`src/inc/ctfl_regs.svh`:
```
`ifndef CTFL_REGS_SVH
`define CTFL_REGS_SVH
// ==========================================================================
// Register map (Avalon-MM, byte addresses, one word each)
`define CTFL_ADDR_W 4
`define CTFL_OFF_CTRL 4'h0
`define CTFL_OFF_STAT 4'h4
`define CTFL_OFF_CMD 4'h8
// Control register fields
`define CTFL_CTRL_MODE_LSB 0
`define CTFL_CTRL_MODE_W 3
`define CTFL_CTRL_RST 32'h0000_0001
// Command register bits (write one to pulse)
`define CTFL_CMD_STB_RISE 0
// Status register bit positions
`define CTFL_ST_PWON 0
`define CTFL_ST_WAKE 1
`define CTFL_ST_WSRC 2
`define CTFL_ST_BUSF 3
`define CTFL_ST_LOCF 4
`define CTFL_ST_UVNOM 5
`define CTFL_ST_TXDIS 6
`define CTFL_ST_ERRN 7
`define CTFL_ST_SPLIT 8
`define CTFL_ST_WBIAS 9
// ==========================================================================
// Times in ns and derived cycle counts at 100 MHz
`define CTFL_CLK_NS 10
`define CTFL_T_WAKE_NS 50000
`define CTFL_T_WDOM_NS 5000
`define CTFL_T_WREC_NS 5000
`define CTFL_T_WTO_NS 1000000
`define CTFL_T_TXDOM_NS 2700000
`define CTFL_T_BUSDOM_NS 2700000
`define CTFL_T_MODE_NS 8000
`define CTFL_CYC_UP(t) (((t) + `CTFL_CLK_NS - 1) / `CTFL_CLK_NS)
`define CTFL_CYC_DN(t) ((t) / `CTFL_CLK_NS)
`define CTFL_BF_EDGES 4
`endif

```
`src/inc/ctfl_pkg.sv`:
```
package ctfl_pkg;
	typedef enum logic [2:0] {
		CTFL_NORMAL = 3'b000,
		CTFL_LISTEN = 3'b001,
		CTFL_STANDBY = 3'b010,
		CTFL_GOSLEEP = 3'b011,
		CTFL_SLEEP = 3'b100
	} ctfl_mode_t;
	typedef struct packed {
		logic pwon;
		logic wake;
		logic wsrc;
		logic busf;
		logic locf;
		logic uvnom;
	} ctfl_flags_t;
	typedef struct packed {
		logic supply_ok;
		logic bat_low;
		logic vnom_low;
		logic overtemp;
		logic txrx_short;
		logic bus_short;
	} ctfl_sense_t;
endpackage : ctfl_pkg

```
`src/design/ctfl_flags.sv`:
```
`timescale 1ns/1ns
`include "ctfl_regs.svh"

// Operation
// - Battery recovery sets power-on flag
// - Power-on clears nominal undervoltage, bus and local failure flags
// - Power-on sets wake and wake source
// - Power-on shown in listen-only unless entered from normal, cleared normal
// - Stable wake pin change is local wake
// - Dominant-recessive-dominant within timeout is remote wake
// - Wake sets only in standby, go-sleep, sleep
// - Wake set clears nominal undervoltage and the wake filter timer
// - Wake shown on error and receive outputs in standby, go-sleep, sleep with supply_ok
// - Wake set at power-on, cleared by undervoltage/normal
// - Local wake sets source; polled in normal
// - Source set at power-on, cleared leaving normal
// - Four shorted transmit cycles set bus failure
// - Bus failure cleared power-on, re-entering normal
// - Any local failure in normal or listen-only sets local flag
// - Local flag clears entering normal, or once resolved with txd recessive and rxd low
// - Transmit dominant timeout disables transmitter
// - Receive-transmit short disables transmitter
// - Bus dominant timeout flags without disabling
// - Overtemperature disables transmitter until flag clears
// - Split enabled in normal and listen-only
// - Wake bias follows pin after filter
// - Error output low means flag set
// - Normal: source before fourth edge, then bus failure
module ctfl_flags #(
	parameter int WAKE_CYC = `CTFL_CYC_UP(`CTFL_T_WAKE_NS),
	parameter int WDOM_CYC = `CTFL_CYC_UP(`CTFL_T_WDOM_NS),
	parameter int WREC_CYC = `CTFL_CYC_UP(`CTFL_T_WREC_NS),
	parameter int WTO_CYC = `CTFL_CYC_DN(`CTFL_T_WTO_NS),
	parameter int TXDOM_CYC = `CTFL_CYC_UP(`CTFL_T_TXDOM_NS),
	parameter int BUSDOM_CYC = `CTFL_CYC_UP(`CTFL_T_BUSDOM_NS),
	parameter int CW = 20
) (
	input wire logic sys_clk,
	input wire logic rst_n,
	input wire logic [3:0] avs_address,
	input wire logic avs_read,
	input wire logic avs_write,
	input wire logic [31:0] avs_writedata,
	output logic [31:0] avs_readdata,
	output logic avs_waitrequest,
	input wire ctfl_pkg::ctfl_sense_t sense,
	input wire logic txd,
	input wire logic bus_dominant,
	input wire logic wake_pin,
	output logic rxd,
	output logic err_n,
	output logic tx_enable,
	output logic split_enable,
	output logic wake_pullup,
	output logic wake_pulldown
);
	// ======================================================================
	// Bus slave: one wait state so read data comes from a register
	logic ack_r, ack_nxt;
	logic [31:0] rdata_r, rdata_nxt;
	logic [2:0] mode_r, mode_nxt;
	logic stb_rise;
	logic [31:0] status;

	always_comb begin
		ack_nxt = (avs_read | avs_write) & ~ack_r;
		mode_nxt = mode_r;
		rdata_nxt = rdata_r;
		stb_rise = 1'b0;
		if ((avs_read | avs_write) & ~ack_r) begin
			rdata_nxt = 32'h0000_0000;
			if (avs_write) begin
				if (avs_address == `CTFL_OFF_CTRL)
					mode_nxt = avs_writedata[2:0];
				if (avs_address == `CTFL_OFF_CMD)
					stb_rise = avs_writedata[`CTFL_CMD_STB_RISE];
			end else begin
				case (avs_address)
				`CTFL_OFF_CTRL: rdata_nxt = {29'h0, mode_r};
				`CTFL_OFF_STAT: rdata_nxt = status;
				default: rdata_nxt = 32'h0000_0000;
				endcase
			end
		end
	end

	always_ff @(posedge sys_clk) begin
		if (!rst_n) begin
			ack_r <= 1'b0;
			rdata_r <= 32'h0000_0000;
			mode_r <= 3'(`CTFL_CTRL_RST);
		end else begin
			ack_r <= ack_nxt;
			rdata_r <= rdata_nxt;
			mode_r <= mode_nxt;
		end
	end

	assign avs_waitrequest = (avs_read | avs_write) & ~ack_r;
	assign avs_readdata = rdata_r;

	// ======================================================================
	// Mode decode; unknown codes behave as standby
	ctfl_pkg::ctfl_mode_t mode;
	logic in_norm, in_lsn, in_low;
	assign mode = ctfl_pkg::ctfl_mode_t'(mode_r);
	assign in_norm = (mode == ctfl_pkg::CTFL_NORMAL);
	assign in_lsn = (mode == ctfl_pkg::CTFL_LISTEN);
	assign in_low = ~in_norm & ~in_lsn;

	function automatic logic [CW-1:0] cnt_inc(input logic [CW-1:0] c,
		input int lim);
		if (int'(c) >= lim)
			cnt_inc = c;
		else
			cnt_inc = c + 1'b1;
	endfunction : cnt_inc

	// ======================================================================
	// Flags, filters and timers
	ctfl_pkg::ctfl_flags_t fl_r, fl_nxt;
	logic prev_norm_r, prev_lsn_r, bat_low_r, came_low_r, came_norm_r;
	logic prev_norm_nxt, prev_lsn_nxt, bat_low_nxt, came_low_nxt;
	logic came_norm_nxt;
	logic wstable_r, wstable_nxt, txd_prev_r, txd_prev_nxt;
	logic [CW-1:0] wcnt_r, wcnt_nxt, txcnt_r, txcnt_nxt;
	logic [CW-1:0] bcnt_r, bcnt_nxt, rwcnt_r, rwcnt_nxt, ph_r, ph_nxt;
	logic [1:0] rw_st_r, rw_st_nxt;
	logic [2:0] bfe_r, bfe_nxt, shc_r, shc_nxt;
	logic txdis_r, txdis_nxt, txto_r, txto_nxt;
	logic pwon_set, local_wake, remote_wake, wake_set, enter_norm;
	logic bus_clamp, loc_ev;

	always_comb begin
		fl_nxt = fl_r;
		prev_norm_nxt = in_norm;
		prev_lsn_nxt = in_lsn;
		bat_low_nxt = sense.bat_low;
		came_low_nxt = came_low_r;
		came_norm_nxt = came_norm_r;
		wstable_nxt = wstable_r;
		wcnt_nxt = '0;
		txd_prev_nxt = txd;
		txcnt_nxt = '0;
		bcnt_nxt = '0;
		rwcnt_nxt = rwcnt_r;
		ph_nxt = ph_r;
		rw_st_nxt = rw_st_r;
		bfe_nxt = bfe_r;
		shc_nxt = shc_r;
		txdis_nxt = txdis_r;
		txto_nxt = txto_r;
		local_wake = 1'b0;
		remote_wake = 1'b0;
		enter_norm = in_norm & ~prev_norm_r;
		pwon_set = bat_low_r & ~sense.bat_low;
		if (in_lsn & ~prev_lsn_r) begin
			came_low_nxt = ~prev_norm_r;
			came_norm_nxt = prev_norm_r;
		end
		// Local wake filter; bias only moves once the level is trusted
		if (wake_pin != wstable_r) begin
			wcnt_nxt = cnt_inc(wcnt_r, WAKE_CYC);
			if (int'(wcnt_r) >= WAKE_CYC - 1) begin
				wstable_nxt = wake_pin;
				local_wake = 1'b1;
			end
		end
		// Remote wake: 0 idle, 1 first dominant, 2 recessive, 3 second
		if (rw_st_r != 2'd0)
			rwcnt_nxt = cnt_inc(rwcnt_r, WTO_CYC);
		ph_nxt = cnt_inc(ph_r, WTO_CYC);
		case (rw_st_r)
		2'd0: if (bus_dominant) begin
			rw_st_nxt = 2'd1;
			ph_nxt = '0;
			rwcnt_nxt = '0;
		end
		2'd1: if (!bus_dominant) begin
			rw_st_nxt = (int'(ph_r) >= WDOM_CYC - 1) ? 2'd2 : 2'd0;
			ph_nxt = '0;
		end
		2'd2: if (bus_dominant) begin
			rw_st_nxt = (int'(ph_r) >= WREC_CYC - 1) ? 2'd3 : 2'd1;
			ph_nxt = '0;
			if (int'(ph_r) < WREC_CYC - 1)
				rwcnt_nxt = '0;
		end
		2'd3: begin
			if (int'(ph_r) >= WDOM_CYC - 1) begin
				remote_wake = 1'b1;
				rw_st_nxt = 2'd0;
			end else if (!bus_dominant)
				rw_st_nxt = 2'd0;
		end
		default: rw_st_nxt = 2'd0;
		endcase
		if (rw_st_r != 2'd0 && int'(rwcnt_r) >= WTO_CYC && !remote_wake)
			rw_st_nxt = 2'd0;
		wake_set = (local_wake | remote_wake) & in_low;
		// Bus failure: count shorted dominant-recessive transmit cycles
		if (in_norm) begin
			if (txd_prev_r == 1'b0 && txd == 1'b1) begin
				if (bfe_r != 3'd7)
					bfe_nxt = bfe_r + 3'd1;
				if (sense.bus_short) begin
					shc_nxt = (shc_r == 3'd7) ? shc_r : shc_r + 3'd1;
					if (shc_r >= 3'(`CTFL_BF_EDGES - 1))
						fl_nxt.busf = 1'b1;
				end else
					shc_nxt = '0;
			end
		end
		// Local failures; dominant clamps use saturating timers
		if (!txd && (in_norm | in_lsn))
			txcnt_nxt = cnt_inc(txcnt_r, TXDOM_CYC);
		if (bus_dominant && (in_norm | in_lsn))
			bcnt_nxt = cnt_inc(bcnt_r, BUSDOM_CYC);
		if (int'(txcnt_r) >= TXDOM_CYC - 1 && !txd)
			txto_nxt = 1'b1;
		if (txd)
			txto_nxt = 1'b0;
		bus_clamp = int'(bcnt_r) >= BUSDOM_CYC && bus_dominant;
		if ((in_norm | in_lsn) & (txto_nxt | sense.txrx_short |
			sense.overtemp)) begin
			txdis_nxt = 1'b1;
		end
		loc_ev = (in_norm | in_lsn) & (txto_nxt | sense.txrx_short |
			sense.overtemp | bus_clamp);
		if (fl_r.locf & ~loc_ev & ~txto_r & ~sense.txrx_short &
			~sense.overtemp & rxd == 1'b0 & txd) begin
			fl_nxt.locf = 1'b0;
		end
		// Clamp indication is not retained
		if (!bus_dominant && !txdis_r && !sense.txrx_short &&
			!sense.overtemp && !txto_r)
			fl_nxt.locf = fl_r.locf & ~bus_clamp & ~(bcnt_r != '0);
		if (loc_ev)
			fl_nxt.locf = 1'b1;
		// Mode-driven clears come before wake and power-on sets so those win; bus and local failure sets come earlier and lose
		if (enter_norm) begin
			fl_nxt.pwon = 1'b0;
			fl_nxt.wake = 1'b0;
			fl_nxt.busf = 1'b0;
			fl_nxt.locf = 1'b0;
			bfe_nxt = '0;
			shc_nxt = '0;
		end
		if (!in_norm && prev_norm_r)
			fl_nxt.wsrc = 1'b0;
		if (!fl_nxt.locf)
			txdis_nxt = 1'b0;
		if (stb_rise)
			fl_nxt.uvnom = 1'b0;
		if (sense.vnom_low & ~fl_r.uvnom) begin
			fl_nxt.uvnom = 1'b1;
			fl_nxt.wake = 1'b0;
		end
		if (wake_set) begin
			fl_nxt.wake = 1'b1;
			fl_nxt.uvnom = 1'b0;
			wcnt_nxt = '0;
			if (local_wake)
				fl_nxt.wsrc = 1'b1;
		end
		if (pwon_set) begin
			fl_nxt.pwon = 1'b1;
			fl_nxt.uvnom = 1'b0;
			fl_nxt.wake = 1'b1;
			fl_nxt.wsrc = 1'b1;
			fl_nxt.busf = 1'b0;
			fl_nxt.locf = 1'b0;
			txdis_nxt = 1'b0;
		end
	end

	always_ff @(posedge sys_clk) begin
		if (!rst_n) begin
			fl_r <= 6'b111000; // power-on: pwon, wake and source set
			prev_norm_r <= 1'b0;
			prev_lsn_r <= 1'b0;
			bat_low_r <= 1'b0;
			came_low_r <= 1'b0;
			came_norm_r <= 1'b0;
			wstable_r <= 1'b0;
			wcnt_r <= '0;
			txd_prev_r <= 1'b1;
			txcnt_r <= '0;
			bcnt_r <= '0;
			rwcnt_r <= '0;
			ph_r <= '0;
			rw_st_r <= 2'd0;
			bfe_r <= 3'd0;
			shc_r <= 3'd0;
			txdis_r <= 1'b0;
			txto_r <= 1'b0;
		end else begin
			fl_r <= fl_nxt;
			prev_norm_r <= prev_norm_nxt;
			prev_lsn_r <= prev_lsn_nxt;
			bat_low_r <= bat_low_nxt;
			came_low_r <= came_low_nxt;
			came_norm_r <= came_norm_nxt;
			wstable_r <= wstable_nxt;
			wcnt_r <= wcnt_nxt;
			txd_prev_r <= txd_prev_nxt;
			txcnt_r <= txcnt_nxt;
			bcnt_r <= bcnt_nxt;
			rwcnt_r <= rwcnt_nxt;
			ph_r <= ph_nxt;
			rw_st_r <= rw_st_nxt;
			bfe_r <= bfe_nxt;
			shc_r <= shc_nxt;
			txdis_r <= txdis_nxt;
			txto_r <= txto_nxt;
		end
	end

	// ======================================================================
	// Pin outputs
	logic err_flag;
	always_comb begin
		err_flag = 1'b0;
		if (in_norm)
			err_flag = (bfe_r < 3'(`CTFL_BF_EDGES)) ? fl_r.wsrc
				: fl_r.busf;
		else if (in_lsn)
			err_flag = came_norm_r ? fl_r.locf
				: fl_r.pwon;
		else
			err_flag = fl_r.wake & sense.supply_ok;
	end

	assign err_n = ~err_flag;
	// Receive path mirrors the bus in active modes, the wake flag otherwise
	assign rxd = in_low ? ~(fl_r.wake & sense.supply_ok)
		: ~bus_dominant;
	assign tx_enable = in_norm & ~txdis_r;
	assign split_enable = in_norm | in_lsn;
	assign wake_pullup = wstable_r;
	assign wake_pulldown = ~wstable_r;

	assign status = {22'h0, wstable_r, split_enable, err_n, txdis_r,
		fl_r.uvnom, fl_r.locf, fl_r.busf, fl_r.wsrc, fl_r.wake, fl_r.pwon};
endmodule : ctfl_flags

```
`config.mk`:
```
export PLATFORM = sky130hd
export DESIGN_NAME = ctfl_flags
export DESIGN_NICKNAME = d
export VERILOG_FILES = /design/src/inc/ctfl_pkg.sv /design/src/design/ctfl_flags.sv
export VERILOG_INCLUDE_DIRS = /design/src /design/src/inc
export SDC_FILE = /design/constraint.sdc
export NUM_CORES = 1
export LEC_CHECK = 0
export BUFFER_PORTS_ARGS = -buffer_cell sky130_fd_sc_hd__buf_2
export CORE_MARGIN = 2
export CORE_UTILIZATION = 40
export DETAILED_ROUTE_END_ITERATION = 10
export GPL_TIMING_DRIVEN = 0
export PLACE_DENSITY = 0.67
export SETUP_SLACK_MARGIN = 0.1
export SYNTH_ARGS = -nofsm -noshare
export SYNTH_HDL_FRONTEND = slang
export SYNTH_SLANG_ARGS = --single-unit
```
`constraint.sdc`:
```
create_clock -name sys_clk -period 2.9 [get_ports sys_clk]
set_input_delay 0.725 -clock sys_clk [delete_from_list [all_inputs] [get_ports sys_clk]]
set_output_delay 0.725 -clock sys_clk [all_outputs]
set_load 0.02 [all_outputs]
```
==> metrics.cfg <==
[run_status]
status = completed

[pwr]
power_mw = 4.199
leakage_nw = 2.821
power_density_mw_per_mm2 = 558.0
peakVddDrop_v = 0.0004042

[sta]
hold_viol = 0
finalSetupViolCount = 0
fmax_mhz = 390.0
finalCriticalPeriod_ns = 2.564
rsz0062_at_grt = no
setup_tns_ns = 0
fin_worst_skew_ns = 0.01132
fin_crit_sh = 0.8843
maxSlewViolCount = 0
slew-limit-headroom = 0.4708
tightest_slew_ns = 0.7866

[critical_path]
slowest_delay_ns = 0.34
worstSetupPathType = flip-flop to output port
cp-start-kind = flip-flop
endpoint_kind = output port
slowest_stage = dfxtp_1
critPathMaxFanout = 13
crit_required_ns = 2.17
path_buf_inv = 2
cp_cell_sequence = or2_2 -> clkinv_1 -> a21oi_1 -> buf_2
crit_arrival_ns = 1.84
critPathTopFamily = buffers and inverters

[routing]
drt-total-wl_um = 12730
drt-initial-drc-count = 319
vias = 5253
drc = 0
via_per_inst = 4.855
first_pass_iters = 4
wire_per_inst_um = 11.76
ant_nets = 0

[cells_and_area]
syn_to_final_growth_pct = 17.14
fin_util = 0.4772
drive_gt1_frac = 0.1260
nets = 916
final_cell_mix = nor2_1, dfxtp_1, nand2_1
fin_area_mm2 = 0.007525
layout_commonest_cell = nor2_1
n_fill_cell = 1571

[clocking]
clkSinkCount = 136
cts_root_buf = clkbuf_16
cts_tree = done
postCtsSetupRepairBufs = 0
cts_hold_buf = 0
clock_latency_ns = 0.42
clockBufferDepth = 2
h-tree-depth = 4
numCtsBuffers = 17
cts_resized = 0
clk_pin_slew_ns = 0.06

[place]
dpl_cell_area_mm2 = 0.006948
port_buffers = 35
place_congestion = 0.8053
dpl.hpwl_um = 9208

[floorplan]
core_mm2 = 0.01577
die_area_mm2 = 0.01709
row_count = 46
die_h_um = 130.7
dieWidth_um = 130.7
io-pin-count = 88
start_util = 0.4073

[synthesis]
synth_compound_area_frac = 0.1005
ys.flop_type = dfxtp_1
synth_edf_count = 0
synth.area.mux_share = 0.01772
synthArstFlopShare = 0
synth_top_family_by_area = simple AND/OR/NAND/NOR gates
synth_cell_types = 62
synth_cells = 778
synth.cell_area_mm2 = 0.006424
synth.top_cells.by_area = dfxtp_1, nor2_1, xnor2_1
synth.largest_area_cell = dfxtp_1
synth_fa_ha_area_frac = 0.02922
ys_ff_latch = 136
synth-seq-area-share = 0.4238
netlist.area_leader.share = 0.4238
synth-xor-area-share = 0.09135
ys.warnings.count = 0
yosys.area_share.simple = 0.2705
syn_area_per_cell_um2 = 8.257

[global_route]
antenna_found_initial = 1
overflow = 0
grt_pass1_vias = 4726
grt_start_max_net_pins = 17
track_usage = 0.1585
grt_pass1_wl_um = 21800

[run]
drv_cap = 0

[hold_path]
hp-class = flip-flop to flip-flop

flip-flops by register name, indices dropped and copies added (netlist names), 2 cells and up:
register	flops
fl_r	6
avs_readdata	10
bfe_r	3
rwcnt_r	20
rw_st_r	2
ph_r	20
wcnt_r	20
mode	3
shc_r	3
bcnt_r	20
txcnt_r	20
tightest hold or removal path: stages (launching register included):
cell	delay (ns)
dfxtp_1	0.30
inv_1	0.04
nor2_1	0.03
metrics by stage:
| stage | hold slack (ns) | worst slack [ns] | instances |
|---|---|---|---|
| 2_1_floorplan | 0.4029 | 0.7728 | 799 |
| 3_3_place_gp | 0.4127 | 0.4132 | 1050 |
| 3_5_place_dp | 0.4134 | 0.4340 | 1050 |
| 4_1_cts | 0.4225 | 0.1590 | 1082 |
| 5_1_grt | 0.4462 | 0.1669 | 1081 |
| 6_report | 0.4221 | 0.3356 | 1082 |
logic make-up after synthesis:
group	count (synthesis)
xor+xnor	67
flops	136
buf+inv	89
other cells	1
mux	11
compound gates	101
simple gates	358
fa+ha+maj	15
worst paths after layout:
kind,start,endpoint,slack [ns],cells after the start
setup / recovery,mode[1]$_SDFFE_PN0P_,err_n,0.34,4
hold / removal,ph_r[17]$_SDFF_PN0_,ph_r[17]$_SDFF_PN0_,0.42,2
setup reg to reg,ph_r[9]$_SDFF_PN0_,wcnt_r[3]$_SDFFE_PP0N_,0.53,8
hold reg to reg,ph_r[17]$_SDFF_PN0_,ph_r[17]$_SDFF_PN0_,0.42,2
report_power, final:
group	switching [mW]	total, mW	internal, mW
combinational	0.125	0.196	0.0707
sequential	0.0161	1.90	1.89
clock	0.831	2.10	1.27
layout make-up:
cell class	instances	area, um^2	share of cell area
clock buffers	18	429.2	0.05703
clock inverters	14	148.9	0.01979
inverters	39	146.4	0.01945
plain buffers	49	275.3	0.03658
repair buffers	35	175.2	0.02328
flip-flops and latches	136	2723	0.3618
multi-input cells	574	3354	0.4458
well taps	216	270.3	0.03592
diodes	1	2.502	0.0003326
per-layer routing:
metal | vias up | part of all wire | track usage
li1 | 2759 | - | -
met1 | 2399 | 0.50 | 0.2118
met2 | 83 | 0.44 | 0.2503
met3 | 12 | 0.045 | 0.04357
met4 | 0 | 0.011 | 0.04944
met5 | - | 0 | 0
cell usage after synthesis (3+ instances only):
cell type / n
nand2b_1: 5
nor4b_1: 6
nor4_1: 13
o21a_1: 3
nand3_1: 36
ha_1: 15
buf_4: 23
or2_2: 5
a221oi_1: 4
clkbuf_1: 22
a21oi_1: 28
o21ai_0: 23
or4_1: 3
xnor2_1: 34
and3_1: 15
or3_1: 10
a21o_1: 5
inv_1: 37
mux2_2: 3
a31oi_1: 4
nand2_1: 57
and2_1: 9
nor2b_1: 3
a211oi_1: 7
a22oi_1: 10
and4_1: 3
buf_2: 3
o211ai_1: 3
mux2i_1: 8
xor2_1: 33
dfxtp_1: 136
nor3_1: 20
nor2_1: 146
nand4_1: 16
Note: power is estimated with default switching activity, not from simulation.
